**config.mk**
```make
export PLATFORM = sky130hd
export DESIGN_NAME = wqg_group_table
export DESIGN_NICKNAME = d
export VERILOG_FILES = /design/src/hw/wqg_group_table.v
export VERILOG_INCLUDE_DIRS = /design/src /design/src/include
export SDC_FILE = /design/constraint.sdc
export NUM_CORES = 1
export LEC_CHECK = 0
export BUFFER_PORTS_ARGS = -buffer_cell sky130_fd_sc_hd__buf_2
export CORE_MARGIN = 4
export CORE_UTILIZATION = 45
export CTS_CLUSTER_DIAMETER = 200
export DETAILED_ROUTE_END_ITERATION = 10
export GPL_ROUTABILITY_DRIVEN = 0
export PLACE_DENSITY = 0.71
export REMOVE_ABC_BUFFERS = 1
export SYNTH_ARGS = -nofsm -noshare
export SYNTH_HDL_FRONTEND = slang
export SYNTH_SLANG_ARGS = --single-unit
```
**constraint.sdc**
```tcl
create_clock -name clk_sys_in -period 6.53 [get_ports clk_sys_in]
set_input_delay 0.3265 -clock clk_sys_in [delete_from_list [all_inputs] [get_ports clk_sys_in]]
set_output_delay 0.3265 -clock clk_sys_in [all_outputs]
set_load 0.05 [all_outputs]
```
**src/include/wqg_map.vh**
```
// Constants for the work queue group configuration table.
// Assumes byte addresses inside the memory-mapped base region, 64-bit accesses.
// Functional notes
// RQ1 - Group register array maps work queues to engines; base comes from table-offsets field.
// RQ2 - Table sits at the group-table offset, relative to the memory-mapped base region.
// RQ3 - Group count is reported by a capability field; software may use any subset.
// RQ4 - Group slots at or beyond the group count are reserved, may be absent.
// RQ5 - Software leaves unused groups empty; used groups hold a queue and an engine.
// RQ6 - Descriptors on a group's queue may go to any engine of that group.
// RQ7 - Software places every active work queue in exactly one group.
// RQ8 - A work queue is active exactly when its configured size is non-zero.
// RQ9 - Software never places a zero-size work queue in any group.
// RQ10 - An engine in no group stays inactive and receives no descriptors.
// RQ11 - Group sub-registers are writable only while the device is disabled.
// RQ12 - Without configuration support, group sub-registers are always read-only.
// RQ13 - Queue membership is a 256-bit mask; bit n places queue n in the group.
// RQ14 - Queue mask bits beyond the implemented queues are reserved and may be absent.
// RQ15 - Engine membership is a 64-bit mask; bits beyond implemented engines reserved.
// RQ16 - Entries stride 64 bytes; queue mask at 0, engines at 32, flags at 40.
// RQ17 - Writes while locked are discarded without changing stored values.
// RQ18 - Reserved membership and flag bits read as zero and ignore writes.
`ifndef WQG_MAP_VH
`define WQG_MAP_VH

`define WQG_STRIDE_SHIFT 6
`define WQG_QUEUE_MASK_W 256
`define WQG_ENGINE_MASK_W 64
`define WQG_FLAGS_W 32
`define WQG_FLAGS_IMPL_W 28
`define WQG_WORD_SHIFT 3
`define WQG_WORD_QUEUE_LAST 3'h3
`define WQG_WORD_ENGINE 3'h4
`define WQG_WORD_FLAGS 3'h5
`define WQG_LANE_W 64

`endif

```
**src/hw/wqg_group_table.v**
```verilog
// Work queue group configuration table: storage, lock, and dispatch permission.
// Assumes the table offset, device state and capability bits come from neighbouring registers.
`timescale 1ns/1ps
`default_nettype none
`include "wqg_map.vh"

module wqg_group_table #(
   parameter NUM_GROUPS = 4,
   parameter NUM_WQ = 8,
   parameter NUM_ENG = 4,
   parameter QIDX_W = 3,
   parameter SIZE_W = 16,
   parameter ADDR_W = 32
) (
   // Clock and reset
   input wire clk_sys_in,
   input wire reset_in,
   // Register port
   input wire reg_wr_en_in,
   input wire reg_rd_en_in,
   input wire [ADDR_W-1:0] reg_addr_in,
   input wire [63:0] reg_wdata_in,
   output reg [63:0] reg_rdata_out,
   output reg reg_rvalid_out,
   // Neighbouring configuration
   input wire [ADDR_W-1:0] table_offset_in,
   input wire device_disabled_in,
   input wire config_support_in,
   input wire [NUM_WQ*SIZE_W-1:0] queue_size_in,
   // Status and dispatch
   output reg [7:0] group_count_out,
   output reg [NUM_WQ-1:0] queue_active_out,
   output reg [NUM_ENG-1:0] engine_active_out,
   input wire [QIDX_W-1:0] dispatch_queue_in,
   output reg [NUM_ENG-1:0] dispatch_engines_out
);

   localparam [ADDR_W-1:0] TABLE_BYTES = NUM_GROUPS << `WQG_STRIDE_SHIFT;
   localparam QPAD = `WQG_QUEUE_MASK_W - NUM_WQ;
   localparam EPAD = `WQG_ENGINE_MASK_W - NUM_ENG;
   localparam FPAD = `WQG_FLAGS_W - `WQG_FLAGS_IMPL_W;
   localparam LPAD = `WQG_LANE_W - `WQG_FLAGS_W;

   // Address decode
   wire [ADDR_W-1:0] rel_addr;
   wire above_base;
   wire below_end;
   wire in_table;
   wire aligned;
   wire [ADDR_W-`WQG_STRIDE_SHIFT-1:0] grp_sel;
   wire [2:0] word_sel;
   wire sel_queue;
   wire sel_engine;
   wire sel_flags;
   wire unlocked;
   wire wr_ok;

   assign rel_addr = reg_addr_in - table_offset_in; // RQ2
   // Subtraction wraps below the base, so the lower bound is checked apart
   assign above_base = (reg_addr_in >= table_offset_in); // RQ2
   assign below_end = (rel_addr < TABLE_BYTES); // RQ4
   assign in_table = above_base && below_end; // RQ4
   assign aligned = (rel_addr[`WQG_WORD_SHIFT-1:0] == {`WQG_WORD_SHIFT{1'b0}});
   assign grp_sel = rel_addr[ADDR_W-1:`WQG_STRIDE_SHIFT]; // RQ16
   assign word_sel = rel_addr[`WQG_STRIDE_SHIFT-1:`WQG_WORD_SHIFT]; // RQ16
   assign sel_queue = (word_sel <= `WQG_WORD_QUEUE_LAST); // RQ16
   assign sel_engine = (word_sel == `WQG_WORD_ENGINE); // RQ16
   assign sel_flags = (word_sel == `WQG_WORD_FLAGS); // RQ16
   // Both lock conditions gate the one write strobe, so a locked write never lands
   assign unlocked = device_disabled_in && config_support_in; // RQ11 RQ12
   assign wr_ok = reg_wr_en_in && in_table && aligned && unlocked; // RQ17

   // Per-group results fold into these chains, one group at a time
   wire [`WQG_LANE_W*(NUM_GROUPS+1)-1:0] rd_chain;
   wire [NUM_ENG*(NUM_GROUPS+1)-1:0] eng_chain;
   wire [NUM_ENG*(NUM_GROUPS+1)-1:0] disp_chain;

   assign rd_chain[`WQG_LANE_W-1:0] = {`WQG_LANE_W{1'b0}};
   assign eng_chain[NUM_ENG-1:0] = {NUM_ENG{1'b0}};
   assign disp_chain[NUM_ENG-1:0] = {NUM_ENG{1'b0}};

   genvar g;
   generate
      for (g = 0; g < NUM_GROUPS; g = g + 1) begin : grp
         reg [NUM_WQ-1:0] q_reg;
         reg [NUM_ENG-1:0] e_reg;
         reg [`WQG_FLAGS_IMPL_W-1:0] f_reg;
         reg [`WQG_QUEUE_MASK_W-1:0] q_wide;
         reg [`WQG_LANE_W-1:0] rd_word;
         wire [`WQG_QUEUE_MASK_W-1:0] q_full;
         wire [`WQG_ENGINE_MASK_W-1:0] e_full;
         wire [`WQG_FLAGS_W-1:0] f_full;
         wire hit;
         wire hit_q;
         wire hit_e;
         wire hit_f;
         wire rd_hit;
         wire holds_queue;

         assign q_full = {{QPAD{1'b0}}, q_reg}; // RQ13 RQ14 RQ18
         assign e_full = {{EPAD{1'b0}}, e_reg}; // RQ15 RQ18
         assign f_full = {{FPAD{1'b0}}, f_reg}; // RQ18
         // One write strobe per sub-register
         assign hit = wr_ok && (grp_sel == g);
         assign hit_q = hit && sel_queue;
         assign hit_e = hit && sel_engine;
         assign hit_f = hit && sel_flags;
         // Reserved group slots and unaligned reads match no entry
         assign rd_hit = in_table && aligned && (grp_sel == g); // RQ4 RQ18
         assign holds_queue = q_full[dispatch_queue_in]; // RQ6

         // Splice the written lane into the stored mask
         always @* begin
            q_wide = q_full;
            q_wide[word_sel[1:0]*`WQG_LANE_W +: `WQG_LANE_W] = reg_wdata_in;
         end

         // Bits above the implemented queues are dropped here
         always @(posedge clk_sys_in) begin
            if (reset_in) begin
               q_reg <= {NUM_WQ{1'b0}};
            end else if (hit_q) begin
               q_reg <= q_wide[NUM_WQ-1:0]; // RQ13 RQ14 RQ18
            end
         end

         // Engine mask
         always @(posedge clk_sys_in) begin
            if (reset_in) begin
               e_reg <= {NUM_ENG{1'b0}};
            end else if (hit_e) begin
               e_reg <= reg_wdata_in[NUM_ENG-1:0]; // RQ15 RQ18
            end
         end

         // Flags keep only the implemented low bits
         always @(posedge clk_sys_in) begin
            if (reset_in) begin
               f_reg <= {`WQG_FLAGS_IMPL_W{1'b0}};
            end else if (hit_f) begin
               f_reg <= reg_wdata_in[`WQG_FLAGS_IMPL_W-1:0]; // RQ18
            end
         end

         // Read word of this entry; holes in the entry read as zero
         always @* begin
            rd_word = {`WQG_LANE_W{1'b0}};
            if (sel_queue) begin
               rd_word = q_full[word_sel[1:0]*`WQG_LANE_W +: `WQG_LANE_W]; // RQ13
            end else if (sel_engine) begin
               rd_word = e_full; // RQ15
            end else if (sel_flags) begin
               rd_word = {{LPAD{1'b0}}, f_full}; // RQ18
            end
         end

         assign rd_chain[(g+1)*`WQG_LANE_W +: `WQG_LANE_W] =
            rd_chain[g*`WQG_LANE_W +: `WQG_LANE_W] | (rd_hit ? rd_word : {`WQG_LANE_W{1'b0}}); // RQ4
         assign eng_chain[(g+1)*NUM_ENG +: NUM_ENG] = eng_chain[g*NUM_ENG +: NUM_ENG] | e_reg; // RQ10
         assign disp_chain[(g+1)*NUM_ENG +: NUM_ENG] =
            disp_chain[g*NUM_ENG +: NUM_ENG] | (holds_queue ? e_reg : {NUM_ENG{1'b0}}); // RQ1 RQ6
      end
   endgenerate

   // Queue activity follows the size fields
   wire [NUM_WQ-1:0] queue_active_next;
   genvar w;
   generate
      for (w = 0; w < NUM_WQ; w = w + 1) begin : wq
         assign queue_active_next[w] = |queue_size_in[w*SIZE_W +: SIZE_W]; // RQ8
      end
   endgenerate

   // Read data and dispatch permission
   wire [`WQG_LANE_W-1:0] rdata_next;
   wire [NUM_ENG-1:0] engine_active_next;
   wire [NUM_ENG-1:0] eng_allowed;
   wire [NUM_ENG-1:0] dispatch_next;
   wire queue_idle;

   assign rdata_next = rd_chain[NUM_GROUPS*`WQG_LANE_W +: `WQG_LANE_W]; // RQ4 RQ18
   assign engine_active_next = eng_chain[NUM_GROUPS*NUM_ENG +: NUM_ENG]; // RQ10
   assign eng_allowed = disp_chain[NUM_GROUPS*NUM_ENG +: NUM_ENG] & engine_active_next; // RQ6 RQ10
   // An idle queue has nowhere to send work
   assign queue_idle = !queue_active_next[dispatch_queue_in]; // RQ8
   assign dispatch_next = queue_idle ? {NUM_ENG{1'b0}} : eng_allowed; // RQ8

   // A read in the same cycle as a write sees the old value
   always @(posedge clk_sys_in) begin
      if (reset_in) begin
         reg_rdata_out <= {`WQG_LANE_W{1'b0}};
         reg_rvalid_out <= 1'b0;
      end else begin
         reg_rdata_out <= reg_rd_en_in ? rdata_next : {`WQG_LANE_W{1'b0}};
         reg_rvalid_out <= reg_rd_en_in;
      end
   end

   // Group count is fixed, but still leaves through a flip-flop
   always @(posedge clk_sys_in) begin
      if (reset_in) begin
         group_count_out <= 8'h0;
      end else begin
         group_count_out <= NUM_GROUPS[7:0]; // RQ3
      end
   end

   // Status outputs lag their inputs by one cycle
   always @(posedge clk_sys_in) begin
      if (reset_in) begin
         queue_active_out <= {NUM_WQ{1'b0}};
         engine_active_out <= {NUM_ENG{1'b0}};
         dispatch_engines_out <= {NUM_ENG{1'b0}};
      end else begin
         queue_active_out <= queue_active_next; // RQ8
         engine_active_out <= engine_active_next; // RQ10
         dispatch_engines_out <= dispatch_next; // RQ6
      end
   end

endmodule
`default_nettype wire

```
-- Word level (Yosys, flattened, before mapping)
Cells that the tools add are included.
Widths: inputs -> output; s select.
- bits in registers: 249
- input port bits: 265
- output and inout port bits: 89
- add/subtract/negate cells: 2
- $lt $le $gt $ge: 5
- eq/ne operators: 5
- shifts and indexed selects: 6
- mux-type cells: 35
- bitwise operators: 12
- reduce and logical (&&, ||, !) cells: 38
- operator list (kind ; number):
    $bwmux 256 ; 4
    $shiftx 256x9->64 ; 4
    $mux 64 ; 9
    $shift 64x34->256 const A ; 1
    $shiftx 64x34->256 ; 1
    $mux 28 ; 7
    $or 64x64->64 ; 3
    $reduce_or 16->1 ; 8
    $eq 26x2->1 const B ; 2
    $neg 8->34 ; 1
    $ge 32x32->1 ; 1
    $lt 32x9->1 const B ; 1
    $sub 32x32->32 ; 1
    $eq 26x1->1 const B ; 1
    $logic_and 1x1->1 ; 26
    $logic_not 26->1 ; 1
    $or 4x4->4 ; 6
    $mux 4 ; 4
    $bmux 1 s3 ; 5
    $lt 3x9->1 const B ; 1
    $eq 3x3->1 const B ; 2
    $mux 1 ; 5
    $and 4x4->4 ; 1
    $lt 3x4->1 const B ; 1
    5 further kinds ; 7

-- Longest topological paths before layout
- depth in word-level cells: 9
- depth in mapped cells: 16

-- Least setup slack after synthesis
No wires, ideal clock.
- path type: input port to flip-flop
- from: input table_offset_in[4]
- to: register reg_rdata_out[20]
- data arrival time: 3670 ps
- data required time: 6467 ps
- setup slack: 2797 ps
- stages: 14
- path buffers: 2
- cell sequence: inv_1 ha_1 nand4_2 a21o_1 and4_4 or4_4 nand2_2 a21oi_2 or4_1 or3b_1 or4_1 buf_6 buf_12 nor2_4
- cells in the longest elaborated chain, start to end: 9
- elaborated cells between the ends (all ways): 39
- classes of those cells: add/sub: 1; order compare: 3; eq/ne: 5; shift: 4; mux: 16; bitwise: 3; reduce/logical: 7
- RTL lines (element ; line ; source):
    start, declared ; wqg_group_table.v:26 ; input wire [ADDR_W-1:0] table_offset_in,
    $sub 32x32->32 ; wqg_group_table.v:58 ; assign rel_addr = reg_addr_in - table_offset_in;
    $lt 32x9->1 / $eq 3x3->1 (equally long branches) ; - ;
    $logic_and 1x1->1 / $mux 28 (equally long branches) ; wqg_group_table.v:62, wqg_group_table.v:152 ;
    $logic_and 1x1->1 / $mux 28 (equally long branches) ; wqg_group_table.v:109, wqg_group_table.v:150 ;
    $logic_and 1x1->1 / $mux 64 (equally long branches) ; wqg_group_table.v:109, wqg_group_table.v:148 ;
    $mux 64 ; wqg_group_table.v:158 ; rd_chain[g*`WQG_LANE_W +: `WQG_LANE_W] | (rd_hit ? rd_word : {`WQG_LANE_W{1'b0}});
    $or 64x64->64 (2 in series) ; wqg_group_table.v:158 ;
    $or 64x64->64 * ; wqg_group_table.v:158 ;
    end signal, assigned ; wqg_group_table.v:191 ; reg_rdata_out <= {`WQG_LANE_W{1'b0}};
    end signal, assigned ; wqg_group_table.v:194 ; reg_rdata_out <= reg_rd_en_in ? rdata_next : {`WQG_LANE_W{1'b0}};
    end, declared ; wqg_group_table.v:23 ; output reg [63:0] reg_rdata_out,
Every way passes the cells marked *; elsewhere a longest branch is shown, timed or not.
A chain may end at the register's enable or synchronous reset.

-- Final worst setup path
- from: input reg_addr_in[7]
- to: register grp[0].f_reg[1]
- cells in the longest elaborated chain, start to end: 8
- elaborated cells between the ends (all ways): 10
- classes of those cells: add/sub: 1; order compare: 2; reduce/logical: 7
- RTL lines (element ; line ; source):
    start, declared ; wqg_group_table.v:21 ; input wire [ADDR_W-1:0] reg_addr_in,
    $sub 32x32->32 ; wqg_group_table.v:58 ;
    $lt 32x9->1 ; wqg_group_table.v:61 ; assign below_end = (rel_addr < TABLE_BYTES);
    $logic_and 1x1->1 ; wqg_group_table.v:62 ; assign in_table = above_base && below_end;
    $logic_and 1x1->1 (3 in series) ; wqg_group_table.v:71 ; assign wr_ok = reg_wr_en_in && in_table && aligned && unlocked;
    $logic_and 1x1->1 * ; wqg_group_table.v:104 ; assign hit = wr_ok && (grp_sel == g);
    $logic_and 1x1->1 * ; wqg_group_table.v:107 ; assign hit_f = hit && sel_flags;
    end signal, assigned ; wqg_group_table.v:139 ; f_reg <= {`WQG_FLAGS_IMPL_W{1'b0}};
    end signal, assigned ; wqg_group_table.v:141 ; f_reg <= reg_wdata_in[`WQG_FLAGS_IMPL_W-1:0];
    end, declared ; wqg_group_table.v:87 ; reg [`WQG_FLAGS_IMPL_W-1:0] f_reg;
Marked as above.

==> flow_summary.yaml <==
routing:
  wl_mm: 34.1
  ant_nets: 0
  dr_wl_met2_mm: 16.2
  firstDrtPassIters: 6
  num_vias: 10525
  drt_iter0_drc: 831
  routedWlPerCell_um: 18.2
  met3_length_mm: 2.27
  avgViaCountPerCell: 5.61
  routedLengthMet1_mm: 14.9
  post-route-drc-count: 0
  top_layer: "met4"
timing:
  slew_headroom_pct: 11.9
  rsz0062_at_grt: "no"
  fmax_mhz: 236
  final.period_utilization_pct: 64.8
  fin_crit_ns: 4.23
  finalHoldViolCount: 0
  finClkSkew_ns: 0.0132
  slew_violations: 0
  finalSetupTns_ns: 0
  setup_viol: 0
  setup_slack_ns: 2.30
  tightest_slew_ns: 1.32
critical_path:
  cp_data_arrival_time_ns: 4.60
  end_kind: "register"
  critPathMaxFanout: 24
  cp_data_required_time_ns: 6.89
  critical_path_class: "input port to register"
  critPathLaunchType: "input port"
synth:
  postSynthCellCount: 1303
  synth_top_cell_by_area: "dfxtp_1"
  ys_top_cells_by_area: "dfxtp_1, mux2i_1, nand2_1, mux4_2, ha_1"
  seq_area_frac_synth_pct: 35.0
  synth_cell_types: 74
  ys.flop_type: "dfxtp_1"
  synth_edf_count: 0
  synthTopCellsByCount: "nand2_1, dfxtp_1, mux2i_1, a21oi_1"
  synth.most_common_cell: "nand2_1"
  synthArstFlopShare_pct: 0
  synthesis.area_um2: 11800
  yosys_register_bits: 206
  yosysTopAreaCellShare_pct: 35.0
  avgSynthCellArea_um2: 9.04
  ys_warn_count: 0
floorplan:
  die_x_um: 170
  start_util_pct: 46.3
  coreArea_um2: 25500
  ios: 354
  fp.dieH_um: 170
  die_area_um2: 28800
  fp-row-count: 58
final_layout:
  fillers: 2372
  antennaDiodeCount: 0
  largest_register_ffs: 112
  area_growth_pct: 16.1
  design_area_um2: 13700
  multi_input_area_um2: 6900
  nets: 1832
  final_cells: 1875
  drive_gt1_share_pct: 25.8
  seqCellArea_um2: 4120
job:
  cap_violations: 0
power:
  switchingPower_mw: 0.920
  power_frac_clock_pct: 36.5
  comb_power_share_pct: 21.8
  power_density_nw_per_um2: 221
  internal_power_mw: 2.10
  p_leak_nw: 6.65
  ir_drop_mv: 0.272
  power_mw: 3.02
  swShare_pct: 30.5
  seq_power_share_pct: 41.8
cts:
  cts.repair.resized: 0
  cts_root_buf: "clkbuf_16"
  numCtsBuffers: 21
  post_cts_buffers: 0
  cts_tree: "yes"
  postCtsHoldBufs: 0
  clk_latency_ns: 0.49
  cts_sinks: 206
  clockBufferDepth: 3
  cts-htree-levels: 1
  clkSlewWorstSetupHoldPaths_ns: 0.06
global_route:
  first_global_vias: 10292
  grt_max_degree: 102
  grt-ovfl-total: 0
  grt_first_pass_wirelength_mm: 52.7
  grt_usage_pct: 22.1
  antenna_found_initial: 0
place:
  placed_area_um2: 13100
  io_buffers: 274
  dp_hpwl_mm: 25.1
  dp_slack_ns: 1.84
  dp.cells: 1840
run_status:
  outcome: "finished clean"
min_path:
  min_path_type: "input port to register"
==> cell type report <==
class / count / share of cell area, %
inverters: 42 / 1.19
clock buffers: 29 / 4.28
well taps: 330 / 3.02
flip-flops and latches: 206 / 30.1
multi-input cells: 976 / 50.4
repair buffers: 286 / 10.7
clock inverters: 6 / 0.265
==> worst max-delay path, stage by stage <==
cell and delay [ns]:
buf_2 0.10, ha_1 0.49, a211o_2 0.41, a21oi_1 0.34
and4_4 0.34, nor4_1 0.09, o211ai_1 0.25, a21oi_1 0.13
or4b_2 0.62, nor4_2 0.23, buf_4 0.25, nand4_1 0.35
buf_4 0.43, mux2i_1 0.18
==> layout by cell type, fill, tap and decap left out, types with 5 or more instances in the layout <==
cell	count
and4_1	7
inv_1	41
xor2_1	8
dfxtp_1	206
nor3_1	19
a21oi_1	52
a221oi_1	16
a21o_1	7
buf_4	12
o21ai_0	28
and3_1	6
buf_2	274
conb_1	43
a211oi_1	6
nand4_1	17
ha_1	34
nand3_1	21
o21bai_1	5
nand2_1	270
and2_1	9
a222oi_1	16
a22oi_1	9
clkbuf_1	5
a31oi_1	5
nor4_1	41
nor2_4	21
mux4_2	30
mux2i_1	163
nor2_1	46
xnor2_1	10
a21boi_0	6
or3_1	5
o21a_1	5
clkbuf_16	21
==> per-layer routing <==
layer | up-vias | track usage (%)
met2 | 417 | 35.6
li1 | 5067 | -
met5 | - | 0
met3 | 59 | 3.53
met4 | 0 | 6.90
met1 | 4982 | 30.5
==> worst paths after layout <==
kind,from,endpoint,slack [ns],cells after the start
max,reg_addr_in[7],grp[0].f_reg[1],2.30,14
min reg2reg,grp[1].f_reg[22],grp[1].f_reg[22],0.46,2
min,reg_rd_en_in,reg_rvalid_out,0.06,3
max reg2reg,grp[2].q_reg[5],dispatch_engines_out[2],4.92,4
==> kinds of logic (layout without fill, tap and decap cells) <==
group	count (synthesis)	after routing	share of synthesized area, %
XOR/XNOR	20	20	1.49
multiplexers	197	197	20.0
flip-flops	206	206	35.0
buffers and inverters	163	363	8.25
adder cells (fa/ha/maj)	34	34	3.61
other	1	43	0.0318
AND/OR/NAND/NOR	494	494	20.7
AO/OA/AOI/OAI	188	188	11.0
==> through the flow <==
step	utilization, %	hold WS, ns
floorplan	-	0.399
global placement	51.3	0.442
detailed placement	51.3	0.449
finish	53.7	0.0596
CTS	53.7	0.0533
global route	53.7	0.0622
==> power by group through the flow <==
stage	sequential, mW	combinational [mW]	clock (mW)
final	1.26	0.657	1.10
after CTS	1.26	0.644	1.13
after global routing	1.26	0.710	1.17
after floorplan	1.30	0.416	0
after global placement	1.29	0.636	0
after detailed placement	1.29	0.641	0
(Power assumes the default switching activity.)
